File: src/dpt_pkg.sv
package dpt_pkg;
    // Register file locations
    localparam logic [7:0] ADDR_TMODE     = 8'hF1;
    localparam logic [7:0] ADDR_TONE_CNT  = 8'hF2;
    localparam logic [7:0] ADDR_PONE_CFG  = 8'hF3;
    localparam logic [7:0] ADDR_TZERO_CNT = 8'hF4;
    localparam logic [7:0] ADDR_PZERO_CFG = 8'hF5;

    // Read answers for write-only and unmapped locations
    localparam logic [7:0] PRESCALE_READ = 8'hFF;
    localparam logic [7:0] UNMAPPED_READ = 8'h00;

    // Timer mode control field positions
    localparam int TM_LOAD0_BIT  = 0;
    localparam int TM_EN0_BIT    = 1;
    localparam int TM_LOAD1_BIT  = 2;
    localparam int TM_EN1_BIT    = 3;
    localparam int TM_OUTSEL_LSB = 6;

    // Prescaler configuration field positions
    localparam int PCFG_MODE_BIT = 0;
    localparam int PCFG_EXT_BIT  = 2;
    localparam int PCFG_MOD_LSB  = 2;
    localparam int PCFG_MOD_W    = 6;

    // Timer output source selection
    localparam logic [1:0] OUTSEL_OFF  = 2'h0;
    localparam logic [1:0] OUTSEL_ZERO = 2'h1;
    localparam logic [1:0] OUTSEL_ONE  = 2'h2;
    localparam logic [1:0] OUTSEL_CLK  = 2'h3;

    // Timer clock divider: internal clock divided by four
    localparam int         DIV_RATIO = 4;
    localparam logic [1:0] DIV_LAST  = 2'(DIV_RATIO - 1);

    // Reset values
    localparam logic [7:0] TMODE_RST = 8'h00;
    localparam logic [7:0] CFG_RST   = 8'h00;
    localparam logic [7:0] INIT_RST  = 8'h00;
    localparam logic [7:0] CNT_RST   = 8'h00;
    localparam logic [5:0] PRE_RST   = 6'h00;
    localparam logic [1:0] DIV_RST   = 2'h0;
    localparam logic       TOUT_RST  = 1'b0;
    localparam logic [7:0] RDATA_RST = 8'h00;
endpackage

File: src/dpt_timers.sv
`timescale 1ns/1ps
// Overview of operation
// - Two independent 8-bit down-counters, each fed by its own 6-bit prescaler.
// - Single-pass stops at end-of-count; continuous reloads initial value and continues.
// - Initial values transfer immediately on load, or at end-of-count when continuous.
// - Counter and prescaler registers accept writes while the timer runs.
// - Both timers count on a timer clock equal to internal clock divided by four.
// - Divide-by-four, prescaler and timer form one synchronous 16-bit divide chain.
// - Second timer may count an external input pin instead of the timer clock.
// - Output line selectable to carry first timer, second timer or internal clock.
// - Selected timer reaching end-of-count inverts the timer output level.
// - Timer, prescaler and mode registers are plain register-file locations.
// - Prescalers: 8-bit holding register and 6-bit down-counter, at F5h and F3h.
// - Prescaler registers are write-only and always read back as all ones.
// - Upper six prescaler bits hold the modulus, 1 to 64.
// - Prescaler bit 0 selects counting mode; bit 2, also the modulus low bit, selects second timer clock source.
// - Timer registers: down-counter, write-only initial, read-only count, F4h and F2h.
// - Initial value spans 1 to 256; zero counts as 256.
// - Timers count without any software involvement once started.
// - Load bit copies initial values into down-counters; next clock clears it.
// - Timer and prescaler both at end-of-count raise that timer's interrupt.
// - Prescaler bit 0 selects single-pass (0) or continuous (1) mode.
// - Second prescaler bit 2 set selects the external pin as clock source.
module dpt_timers (
    input  wire logic       MCLK,                  // Internal clock
    input  wire logic       RESET,                 // Synchronous reset, active high
    input  wire logic [7:0] REG_ADDR,              // Register file address
    input  wire logic       REG_WR,                // Write strobe
    input  wire logic       REG_RD,                // Read strobe
    input  wire logic [7:0] REG_WDATA,             // Write data
    output logic      [7:0] REG_RDATA,             // Read data, one cycle after strobe
    input  wire logic       TIMER_EXT_CLOCK_INPUT, // External count input
    output logic            PORT3_LINE_SIX_OUT,    // Timer output level
    output logic            PORT3_LINE_SIX_SEL,    // Timer output owns the line
    output logic            TIMER_ZERO_INTERRUPT,  // First timer end-of-count pulse
    output logic            TIMER_ONE_INTERRUPT    // Second timer end-of-count pulse
);

    typedef struct packed {
        logic [1:0] div;
        logic [7:0] tmode;
        logic [7:0] cfg0;
        logic [7:0] cfg1;
        logic [7:0] init0;
        logic [7:0] init1;
        logic [7:0] cnt0;
        logic [7:0] cnt1;
        logic [5:0] prescale_zero_config;
        logic [5:0] prescale_one_config;
        logic       done0;
        logic       done1;
        logic       ext_prev;
        logic       tout;
        logic       tout_on;
        logic       clk_half;
        logic       irq0;
        logic       irq1;
        logic [7:0] rdata;
    } dpt_state_t;

    localparam dpt_state_t ST_RST = '{
        div:      dpt_pkg::DIV_RST,
        tmode:    dpt_pkg::TMODE_RST,
        cfg0:     dpt_pkg::CFG_RST,
        cfg1:     dpt_pkg::CFG_RST,
        init0:    dpt_pkg::INIT_RST,
        init1:    dpt_pkg::INIT_RST,
        cnt0:     dpt_pkg::CNT_RST,
        cnt1:     dpt_pkg::CNT_RST,
        prescale_zero_config:     dpt_pkg::PRE_RST,
        prescale_one_config:     dpt_pkg::PRE_RST,
        done0:    1'b0,
        done1:    1'b0,
        ext_prev: 1'b0,
        tout:     dpt_pkg::TOUT_RST,
        tout_on:  1'b0,
        clk_half: 1'b0,
        irq0:     1'b0,
        irq1:     1'b0,
        rdata:    dpt_pkg::RDATA_RST
    };

    dpt_state_t st_ff;
    dpt_state_t nxt_st;

    logic       tick;
    logic       ext_rise;
    logic       run0;
    logic       run1;
    logic       carry0;
    logic       carry1;
    logic       eoc0;
    logic       eoc1;
    logic       load0;
    logic       load1;
    logic [1:0] outsel;

    // True when a down-counter sits at its last count
    function automatic logic at_one(input logic [7:0] v);
        return v == 8'h01;
    endfunction

    // Prescaler modulus field; zero gives 64 since the counter wraps
    function automatic logic [5:0] modulus(input logic [7:0] cfg);
        return cfg[dpt_pkg::PCFG_MOD_LSB +: dpt_pkg::PCFG_MOD_W];
    endfunction

    // Next state of the whole block
    always_comb begin
        nxt_st = st_ff;

        // Free-running divide-by-four stage
        tick       = st_ff.div == dpt_pkg::DIV_LAST;
        nxt_st.div = 2'(st_ff.div + 2'h1);

        // External input edge for the second timer
        ext_rise        = TIMER_EXT_CLOCK_INPUT & ~st_ff.ext_prev;
        nxt_st.ext_prev = TIMER_EXT_CLOCK_INPUT;

        load0  = st_ff.tmode[dpt_pkg::TM_LOAD0_BIT];
        load1  = st_ff.tmode[dpt_pkg::TM_LOAD1_BIT];
        outsel = st_ff.tmode[dpt_pkg::TM_OUTSEL_LSB +: 2];

        // Count pulses into each prescaler, gated by enable, single-pass stop and a
        // pending load, so stale counts cannot raise an end-of-count during a load
        run0 = st_ff.tmode[dpt_pkg::TM_EN0_BIT] & tick & ~st_ff.done0 & ~load0;
        run1 = st_ff.tmode[dpt_pkg::TM_EN1_BIT] & ~st_ff.done1 & ~load1 &
               (st_ff.cfg1[dpt_pkg::PCFG_EXT_BIT] ? ext_rise : tick);

        carry0 = run0 & at_one({2'h0, st_ff.prescale_zero_config});
        carry1 = run1 & at_one({2'h0, st_ff.prescale_one_config});
        eoc0   = carry0 & at_one(st_ff.cnt0);
        eoc1   = carry1 & at_one(st_ff.cnt1);

        // First prescaler: decrement, reload modulus on carry
        if (run0) begin
            nxt_st.prescale_zero_config = carry0 ? modulus(st_ff.cfg0) : 6'(st_ff.prescale_zero_config - 6'h01);
        end
        // Second prescaler
        if (run1) begin
            nxt_st.prescale_one_config = carry1 ? modulus(st_ff.cfg1) : 6'(st_ff.prescale_one_config - 6'h01);
        end

        // First timer: one decrement per carry; zero start counts as 256
        if (carry0) begin
            if (eoc0 && st_ff.cfg0[dpt_pkg::PCFG_MODE_BIT]) begin
                nxt_st.cnt0 = st_ff.init0;
            end else if (eoc0) begin
                nxt_st.cnt0  = 8'h00;
                nxt_st.done0 = 1'b1;
            end else begin
                nxt_st.cnt0 = 8'(st_ff.cnt0 - 8'h01);
            end
        end
        // Second timer
        if (carry1) begin
            if (eoc1 && st_ff.cfg1[dpt_pkg::PCFG_MODE_BIT]) begin
                nxt_st.cnt1 = st_ff.init1;
            end else if (eoc1) begin
                nxt_st.cnt1  = 8'h00;
                nxt_st.done1 = 1'b1;
            end else begin
                nxt_st.cnt1 = 8'(st_ff.cnt1 - 8'h01);
            end
        end

        // Pending load copies initial values, then the load bit clears itself
        if (load0) begin
            nxt_st.cnt0                        = st_ff.init0;
            nxt_st.prescale_zero_config                        = modulus(st_ff.cfg0);
            nxt_st.done0                       = 1'b0;
            nxt_st.tmode[dpt_pkg::TM_LOAD0_BIT] = 1'b0;
        end
        if (load1) begin
            nxt_st.cnt1                        = st_ff.init1;
            nxt_st.prescale_one_config                        = modulus(st_ff.cfg1);
            nxt_st.done1                       = 1'b0;
            nxt_st.tmode[dpt_pkg::TM_LOAD1_BIT] = 1'b0;
        end

        // End-of-count interrupt pulses
        nxt_st.irq0 = eoc0;
        nxt_st.irq1 = eoc1;

        // Timer output: toggle flip-flop or internal clock image
        nxt_st.clk_half = ~st_ff.clk_half;
        nxt_st.tout_on  = outsel != dpt_pkg::OUTSEL_OFF;
        case (outsel)
            dpt_pkg::OUTSEL_ZERO: begin
                if (load0) begin
                    nxt_st.tout = 1'b1;
                end else if (eoc0) begin
                    nxt_st.tout = ~st_ff.tout;
                end
            end
            dpt_pkg::OUTSEL_ONE: begin
                if (load1) begin
                    nxt_st.tout = 1'b1;
                end else if (eoc1) begin
                    nxt_st.tout = ~st_ff.tout;
                end
            end
            dpt_pkg::OUTSEL_CLK: begin
                nxt_st.tout = st_ff.clk_half;
            end
            default: begin
                nxt_st.tout = st_ff.tout;
            end
        endcase

        // Register writes, accepted at any time, running or not
        if (REG_WR) begin
            case (REG_ADDR)
                dpt_pkg::ADDR_TMODE:     nxt_st.tmode = REG_WDATA;
                dpt_pkg::ADDR_TONE_CNT:  nxt_st.init1 = REG_WDATA;
                dpt_pkg::ADDR_PONE_CFG:  nxt_st.cfg1  = REG_WDATA;
                dpt_pkg::ADDR_TZERO_CNT: nxt_st.init0 = REG_WDATA;
                dpt_pkg::ADDR_PZERO_CFG: nxt_st.cfg0  = REG_WDATA;
                default:                 nxt_st.tmode = nxt_st.tmode;
            endcase
        end

        // Register reads; counts read without disturbing the count
        if (REG_RD) begin
            case (REG_ADDR)
                dpt_pkg::ADDR_TMODE:     nxt_st.rdata = st_ff.tmode;
                dpt_pkg::ADDR_TONE_CNT:  nxt_st.rdata = st_ff.cnt1;
                dpt_pkg::ADDR_PONE_CFG:  nxt_st.rdata = dpt_pkg::PRESCALE_READ;
                dpt_pkg::ADDR_TZERO_CNT: nxt_st.rdata = st_ff.cnt0;
                dpt_pkg::ADDR_PZERO_CFG: nxt_st.rdata = dpt_pkg::PRESCALE_READ;
                default:                 nxt_st.rdata = dpt_pkg::UNMAPPED_READ;
            endcase
        end
    end

    // State register
    always_ff @(posedge MCLK) begin
        if (RESET) begin
            st_ff <= ST_RST;
        end else begin
            st_ff <= nxt_st;
        end
    end

    // Outputs straight from the state register
    assign REG_RDATA            = st_ff.rdata;
    assign PORT3_LINE_SIX_OUT   = st_ff.tout;
    assign PORT3_LINE_SIX_SEL   = st_ff.tout_on;
    assign TIMER_ZERO_INTERRUPT = st_ff.irq0;
    assign TIMER_ONE_INTERRUPT  = st_ff.irq1;
endmodule
File: config.mk
export PLATFORM = sky130hd
export DESIGN_NAME = dpt_timers
export DESIGN_NICKNAME = d
export VERILOG_FILES = /design/src/dpt_pkg.sv /design/src/dpt_timers.sv
export SDC_FILE = /design/constraint.sdc
export NUM_CORES = 1
export LEC_CHECK = 0
export BUFFER_PORTS_ARGS = -buffer_cell sky130_fd_sc_hd__buf_2
export CAP_MARGIN = 20
export CORE_UTILIZATION = 60
export DETAILED_ROUTE_END_ITERATION = 10
export GPL_TIMING_DRIVEN = 0
export PLACE_DENSITY_LB_ADDON = 0.12
export SLEW_MARGIN = 15
export SYNTH_ARGS = -nofsm -noshare
export SYNTH_HDL_FRONTEND = slang
export SYNTH_SLANG_ARGS = --single-unit
export TNS_END_PERCENT = 30
File: constraint.sdc
create_clock -name MCLK -period 2.2 [get_ports MCLK]
set_input_delay 0.22 -clock MCLK [delete_from_list [all_inputs] [get_ports MCLK]]
set_output_delay 0.22 -clock MCLK [all_outputs]
set_load 0.1 [all_outputs]
==> results.txt, run 1 <==
----------------------------------------------------
[Floorplanning]
  Die area ... 7285 sq um
  Vert. Die Dim ... 85.36 um
  Core region area ... 6756 sq um
  Effective utilization at floorplan ... 0.6170
  I/O Pins ... 33
  Site Rows ... 30
  Die width ... 85.36 um

[Hold path]
  HP Class ... input pin to register
  Number of instances on the worst hold path ... 2

[Worst setup path]
  Crit path depth ... 8
  Length in cells of the worst reg-to-reg path ... 8
  Type of the worst setup path ... register to register
  Kind of start point of the critical path ... register
  Number of buffers and inverters on the critical path ... 2
  Sequence of cells on the critical path ... inv_1 > ha_1 > or3b_4 > o31ai_4 > buf_4 > o21ai_0 > a221oi_1 > nor2_1
  Arrival time at the worst endpoint ... 2.34 ns
  Largest fanout on the critical path ... 5
  Peak per-stage delay on the critical path ... 0.42 ns
  CP top delay family ... compound AO/OA/AOI/OAI gates
  Kind of end point of the critical path ... register
  Critical-path top delay cell ... or3b_4
  Required time of the worst setup path ... 2.43 ns

[Drt]
  Overall via count from detail_route ... 3874
  First-pass iteration count of the detailed router ... 6
  Post-detailed-route via-to-cell ratio ... 6.279
  Sum of routed wire length over all layers ... 11.10 mm
  Antenna violation net count after detailed routing ... 0
  Number of violations reported at the end of detailed-routing iteration 0 ... 416
  Average detailed-routed wire length per instance ... 17.99 um
  Number of remaining DRC errors ... 0

[Global routing]
  Grt met2 use ... 0.4861
  Initial antenna violation count ... 0
  GRT Resource Usage Total ... 0.3117
  Vias in the first global route ... 3504
  Met1 Resource Use GR ... 0.4345
  Global Route met3 Usage ... 0.04767
  Total global routing overflow ... 0
  Largest net degree at the start of global routing ... 15
  Layer with the highest usage after global routing ... met2
  Wire length of the first global-routing pass ... 17.62 mm

[Logic synthesis]
  Multiplexer fraction of the synthesized cell area ... 0.09394
  Cell taking the most area after synthesis ... dfxtp_1
  Main combinational cell family by area after synthesis ... simple AND/OR/NAND/NOR gates
  Post-synthesis instance area ... 4169 sq um
  Proportion of register bits with asynchronous set or reset after synthesis ... 0
  Number of enable-type register cells in the synthesized netlist ... 0
  Warnings from Yosys ... 0
  Synthesized-area fraction occupied by xor and xnor cells ... 0.002101
  Commonest register cell after synthesis ... dfxtp_1
  Yosys top cell area share ... 0.4034
  Number of standard cells after synthesis ... 483
  Post-synthesis adder-cell area fraction ... 0.02701
  Share of the yosys chip area belonging to registers ... 0.4034
  Library cells used by synthesis ... 62
  Simple logic cell fraction of the synthesized area ... 0.2383
  Synthesized netlist net count ... 513
  Compound-cell area share of the yosys netlist ... 0.1810
  Synth top area cells ... dfxtp_1, mux2i_1, nor2_1
  Average cell area after synthesis ... 8.631 sq um
  Number of storage elements in the synthesis netlist ... 84

[Cells and area]
  Antenna diode count ... 0
  Relative area change from synthesis to final layout ... 13.39%
  Fraction of final layout cells with drive strength greater than 1 ... 0.1546
  Final #Nets ... 562
  Layout Cells excl Fill ... 617
  Fillers ... 568

[CTS]
  Depth of the CTS H-tree ... 3
  TritonCTS Sinks ... 84
  Number of buffers added to fix hold violations after cts ... 0
  Number of buffers on the longest clock path ... 2
  CTS tree ... done
  Latest clock arrival within the worst-skew pair ... 0.35 ns
  Reg clk slew, reported paths ... 0.09 ns
  CTS Buf Count ... 9
  Buffer type at the clock tree root ... clkbuf_8

[Pwr]
  Leakage Power ... 1.918 nW
  Power per cell area ... 611.7 nW/um^2
  Peak ir drop on the vdd network ... 0.0006393 V

[Run status]
  Status ... complete, no violations

[STA]
  Final hold viol count ... 0
  Max-slew violation count ... 0
  Post-layout minimum cycle time ... 2.114 ns
  Max transition margin ... 0.5020
  Worst-Margin Slew ... 0.7408 ns
  Setup violations, final ... 0
  Final Skew ... 0.007167 ns
  Setup repair after global routing missed its margin ... yes
  Highest clock rate ... 473.0 MHz
  Post-route clock period utilization ... 0.9609
  Post-Route Setup TNS ... 0 ns

[Placed design]
  Total instance count after detailed placement ... 595
  Gpl congestion ... 0.9683
  Placed wire-length estimate ... 7.767 mm
  Total of buffers placed on input and output ports ... 32

[Job]
  Number of maximum-capacitance constraint violations ... 0

----------------------------------------------------
## synth_stat cells (8+ instances only)
library cell	count
mux2i_1	38
nand2_1	28
a211oi_1	11
nor2_1	73
a21oi_1	20
nor2b_1	10
dfxtp_1	84
a2bb2oi_1	8
ha_1	9
nand3_1	11
inv_1	14
o21ai_0	23
a31oi_1	10
nor3_1	20
clkbuf_1	15
buf_4	9
## layer usage
metal  wire [um]  up-vias
li1            -     1838
met5           0        -
met2        5010      176
met3         717       30
met4         300        0
met1        5073     1830
## layout by cell type, fill, tap and decap left out, types with 4 or more instances in the layout
cell,netlist,layout
buf_2,4,35
clkbuf_1,15,14
nor3_1,20,20
a31oi_1,10,9
nor2_1,73,73
ha_1,9,9
nor4b_1,4,4
nor4_1,4,4
nand4_1,7,7
inv_1,14,14
dfxtp_1,84,83
a21oi_1,20,20
buf_1,4,4
nand3_1,11,11
mux2i_1,38,38
and3_1,5,5
nand2_1,28,28
a211oi_1,11,11
a2bb2oi_1,8,8
buf_4,9,15
or3_1,4,4
nand3b_1,5,5
o21ai_0,23,23
nor2b_1,10,10
a22oi_1,5,5
clkbuf_8,0,10
## final timing paths
check | from | endpoint | slack (ns)
setup / recovery | st_ff[23] | st_ff[24] | 0.09
hold / removal | TIMER_EXT_CLOCK_INPUT | st_ff[13] | 0.09
setup reg to reg | st_ff[23] | st_ff[24] | 0.09
hold reg to reg | st_ff[10] | st_ff[10] | 0.42
## where the power goes
group	total [W]	leakage (nW)	internal [W]	switching (W)
Clock	0.00125	0.116	0.000671	0.000575
Combinational	0.000117	1.12	0.0000357	0.0000812
Sequential	0.00153	0.678	0.00153	0.00000318
## area by class of cell
class,count,area (sq um),share of cell area
multi-input combinational,351,2276,0.4815
sequential,84,1683,0.3560
timing repair buffer,39,217.7,0.04606
buffer,32,168.9,0.03573
clock buffer,10,137.6,0.02912
tap,80,100.1,0.02118
clock inverter,6,87.58,0.01853
inverter,15,56.30,0.01191
## worst register-to-register path, stage by stage (launching register included)
cell and delay, ns:
dfxtp_1 0.36, inv_1 0.12, ha_1 0.18, or3b_4 0.42
o31ai_4 0.27, buf_4 0.18, o21ai_0 0.08, a221oi_1 0.31
nor2_1 0.08
## what timing repair did
item                                    CTS  global route
resized for setup                         1             5
buffers inserted                          2             5
endpoints found under the setup margin    6            14
pin swaps                                 2             4
## metrics by stage
| stage | hold slack [ns] | instance area (sq um) | total power [W] | util | setup slack (ns) |
|---|---|---|---|---|---|
| after CTS | 0.09007 | 4676 | 0.002894 | 0.6920 | 0.05527 |
| after global placement | 0.3974 | 4429 | 0.001676 | 0.6556 | 0.005925 |
| after detailed placement | 0.4076 | 4429 | 0.001678 | 0.6556 | -0.07865 |
| final | 0.09419 | 4727 | 0.002892 | 0.6996 | 0.08600 |
| after floorplan | 0.3482 | 4169 | 0.001619 | - | 0.2537 |
| after global routing | 0.1073 | 4727 | 0.002971 | 0.6996 | -0.01013 |
## state kept, by name, indices dropped and copies added (netlist names)
| name | cells |
|---|---|
| outsel | 2 |
| PORT3_LINE_SIX_SEL | 1 |
| st_ff | 68 |
| REG_RDATA | 8 |
| load0 | 1 |
| TIMER_ZERO_INTERRUPT | 1 |
| PORT3_LINE_SIX_OUT | 1 |
| load1 | 1 |
| TIMER_ONE_INTERRUPT | 1 |
## logic make-up (layout without fill, tap and decap cells)
family / count (synthesis) / in the layout
buffers and inverters: 48 / 102
DFF: 84 / 84
xor gates and xnor gates: 1 / 1
and+or+nand+nor: 194 / 194
adders and majority gates: 9 / 9
AOI/OAI and AO/OA: 108 / 108
muxes: 39 / 39
No activity file was read; power rests on OpenSTA's default activity.
==> run 2: changes to the inputs <==
==> constraint.sdc (replaced) <==
create_clock -name MCLK -period 2.6 [get_ports MCLK]
set_input_delay 0.26 -clock MCLK [delete_from_list [all_inputs] [get_ports MCLK]]
set_output_delay 0.26 -clock MCLK [all_outputs]
set_load 0.1 [all_outputs]
==> run 2 against run 1 <==
Against the previous run: total power fell by 16%; first-iteration DRC count fell by 8.7%; global-route usage shrank 0.14 points; critical path depth decreased by 1; clock skew rose by 0.00068 ns.
==> results.txt, run 2 (synthesis gave the netlist of run 1 again) <==
----------------------------------------------------
[Drt]
  Average detailed-routed wire length per instance ... 17.90 um
  Sum of routed wire length over all layers ... 10.94 mm
  Routed length on met3 ... 741 um
  Top routing layer in use ... met4
  Overall via count from detail_route ... 3846
  Antenna violation net count after detailed routing ... 0
  Number of violations reported at the end of detailed-routing iteration 0 ... 380
  Post-detailed-route via-to-cell ratio ... 6.295
  Routed length on met2 ... 4.884 mm
  Met1 Routed Length ... 5.029 mm
  First-pass iteration count of the detailed router ... 5
  Number of remaining DRC errors ... 0

[Floorplanning]
  Effective utilization at floorplan ... 0.6170
  Vert. Die Dim ... 85.36 um
  Die area ... 7285 sq um
  Site Rows ... 30
  I/O Pins ... 33
  Core region area ... 6756 sq um
  Die width ... 85.36 um

[Global routing]
  Wire length of the first global-routing pass ... 17.55 mm
  GRT Resource Usage Total ... 0.3102
  Initial antenna violation count ... 0
  Total global routing overflow ... 0
  Largest net degree at the start of global routing ... 15
  Vias in the first global route ... 3483

[Worst setup path]
  Length in cells of the worst reg-to-reg path ... 7
  Required time of the worst setup path ... 2.86 ns
  Sequence of cells on the critical path ... inv_1 > ha_1 > or3b_2 > nor3_4 > a31o_2 > a22oi_1 > a211oi_1
  CP top delay family ... simple AND/OR/NAND/NOR gates
  Kind of end point of the critical path ... register
  Largest fanout on the critical path ... 8
  Peak per-stage delay on the critical path ... 0.52 ns
  Type of the worst setup path ... register to register
  Number of buffers and inverters on the critical path ... 1
  Critical-path top delay cell ... or3b_2
  Arrival time at the worst endpoint ... 2.58 ns
  Kind of start point of the critical path ... register
  Crit path depth ... 7

[CTS]
  Number of buffers on the longest clock path ... 2
  CTS Buf Count ... 9
  Latest clock arrival within the worst-skew pair ... 0.35 ns
  CTS tree ... done
  Depth of the CTS H-tree ... 3
  Number of gates resized after cts ... 0
  Number of buffers added to fix hold violations after cts ... 0
  Post-CTS Setup Repair Bufs ... 0
  TritonCTS Sinks ... 84
  Buffer type at the clock tree root ... clkbuf_8
  Reg clk slew, reported paths ... 0.09 ns

[Job]
  Number of maximum-capacitance constraint violations ... 0

[STA]
  Post-route clock period utilization ... 0.8903
  Final hold viol count ... 0
  Setup violations, final ... 0
  Final worst hold slack ... 0.1383 ns
  Setup repair after global routing missed its margin ... no
  Highest clock rate ... 432.0 MHz
  Max-slew violation count ... 0
  Post-Route Setup TNS ... 0 ns
  Worst-Margin Slew ... 0.8284 ns
  Post-layout minimum cycle time ... 2.315 ns
  Final Skew ... 0.007844 ns
  Max transition margin ... 0.4451

[Pwr]
  Switching power share of the total ... 0.2266
  Power share of the combinational group ... 0.041
  Internal power ... 0.001889 W
  Portion of total power attributed to the clock network ... 0.430
  Peak ir drop on the vdd network ... 0.0005446 V
  Power spent charging and discharging nets ... 0.0005534 W
  Leakage Power ... 1.860 nW
  Power per cell area ... 524.7 nW/um^2
  Register share of total power ... 0.530

[Cells and area]
  Relative area change from synthesis to final layout ... 11.64%
  Register with the most flip-flops ... st_ff
  Most common cell after layout, fill and taps aside ... dfxtp_1
  Fraction of final layout cells with drive strength greater than 1 ... 0.1394
  Number of flip-flops under the largest register name ... 68
  Leading cell types in the layout, fill and taps excluded ... dfxtp_1, nor2_1, mux2i_1, buf_2, nand2_1
  Antenna diode count ... 0
  Final #Nets ... 556

[Placed design]
  Gpl congestion ... 0.9683
  Placed wire-length estimate ... 7.767 mm
  Total of buffers placed on input and output ports ... 32

[Hold path]
  Number of instances on the worst hold path ... 2
  HP Class ... input pin to register

[Run status]
  Status ... complete, no violations

----------------------------------------------------
==> run 2: layer usage <==
| metal | vias up | track usage |
|---|---|---|
| met3 | 24 | 0.05058 |
| met1 | 1807 | 0.4321 |
| met5 | - | 0 |
| met4 | 0 | 0.1242 |
| met2 | 189 | 0.4824 |
| li1 | 1826 | - |
==> run 2: layout make-up <==
type / instances / area, sq um
Multi-Input combinational cell: 351 / 2261
Inverter: 15 / 56.30
Clock buffer: 10 / 137.6
Sequential cell: 84 / 1682
Clock inverter: 6 / 87.58
Buffer: 33 / 170.2
Tap cell: 80 / 100.1
Timing Repair Buffer: 32 / 160.2
Fill cell: 574 / 2102
==> run 2: power by group through the flow <==
stage | logic [W] | registers (W) | clock network [W]
after CTS | 0.0000965 | 0.00129 | 0.00106
final | 0.0000990 | 0.00129 | 0.00105
after global placement | 0.0000949 | 0.00132 | 0
after floorplan | 0.0000467 | 0.00132 | 0
after global routing | 0.000105 | 0.00129 | 0.00112
after detailed placement | 0.0000963 | 0.00132 | 0
==> run 2: metrics by stage <==
stage	cells	utilization	setup slack, ns	area (sq um)	power [W]
finish	611	0.6889	0.2852	4654	0.002442
detailed placement	595	0.6556	0.3213	4429	0.001420
global route	611	0.6889	0.1562	4654	0.002516
floorplan	483	-	0.6537	4169	0.001370
global placement	595	0.6556	0.4059	4429	0.001418
CTS	611	0.6889	0.2978	4654	0.002448
==> run 2: path summary, 6_finish.rpt <==
path,start,to,slack (ns)
setup / recovery,st_ff[23],st_ff[36],0.29
hold reg to reg,st_ff[10],st_ff[10],0.42
hold / removal,TIMER_EXT_CLOCK_INPUT,st_ff[13],0.14
setup reg to reg,st_ff[23],st_ff[36],0.29
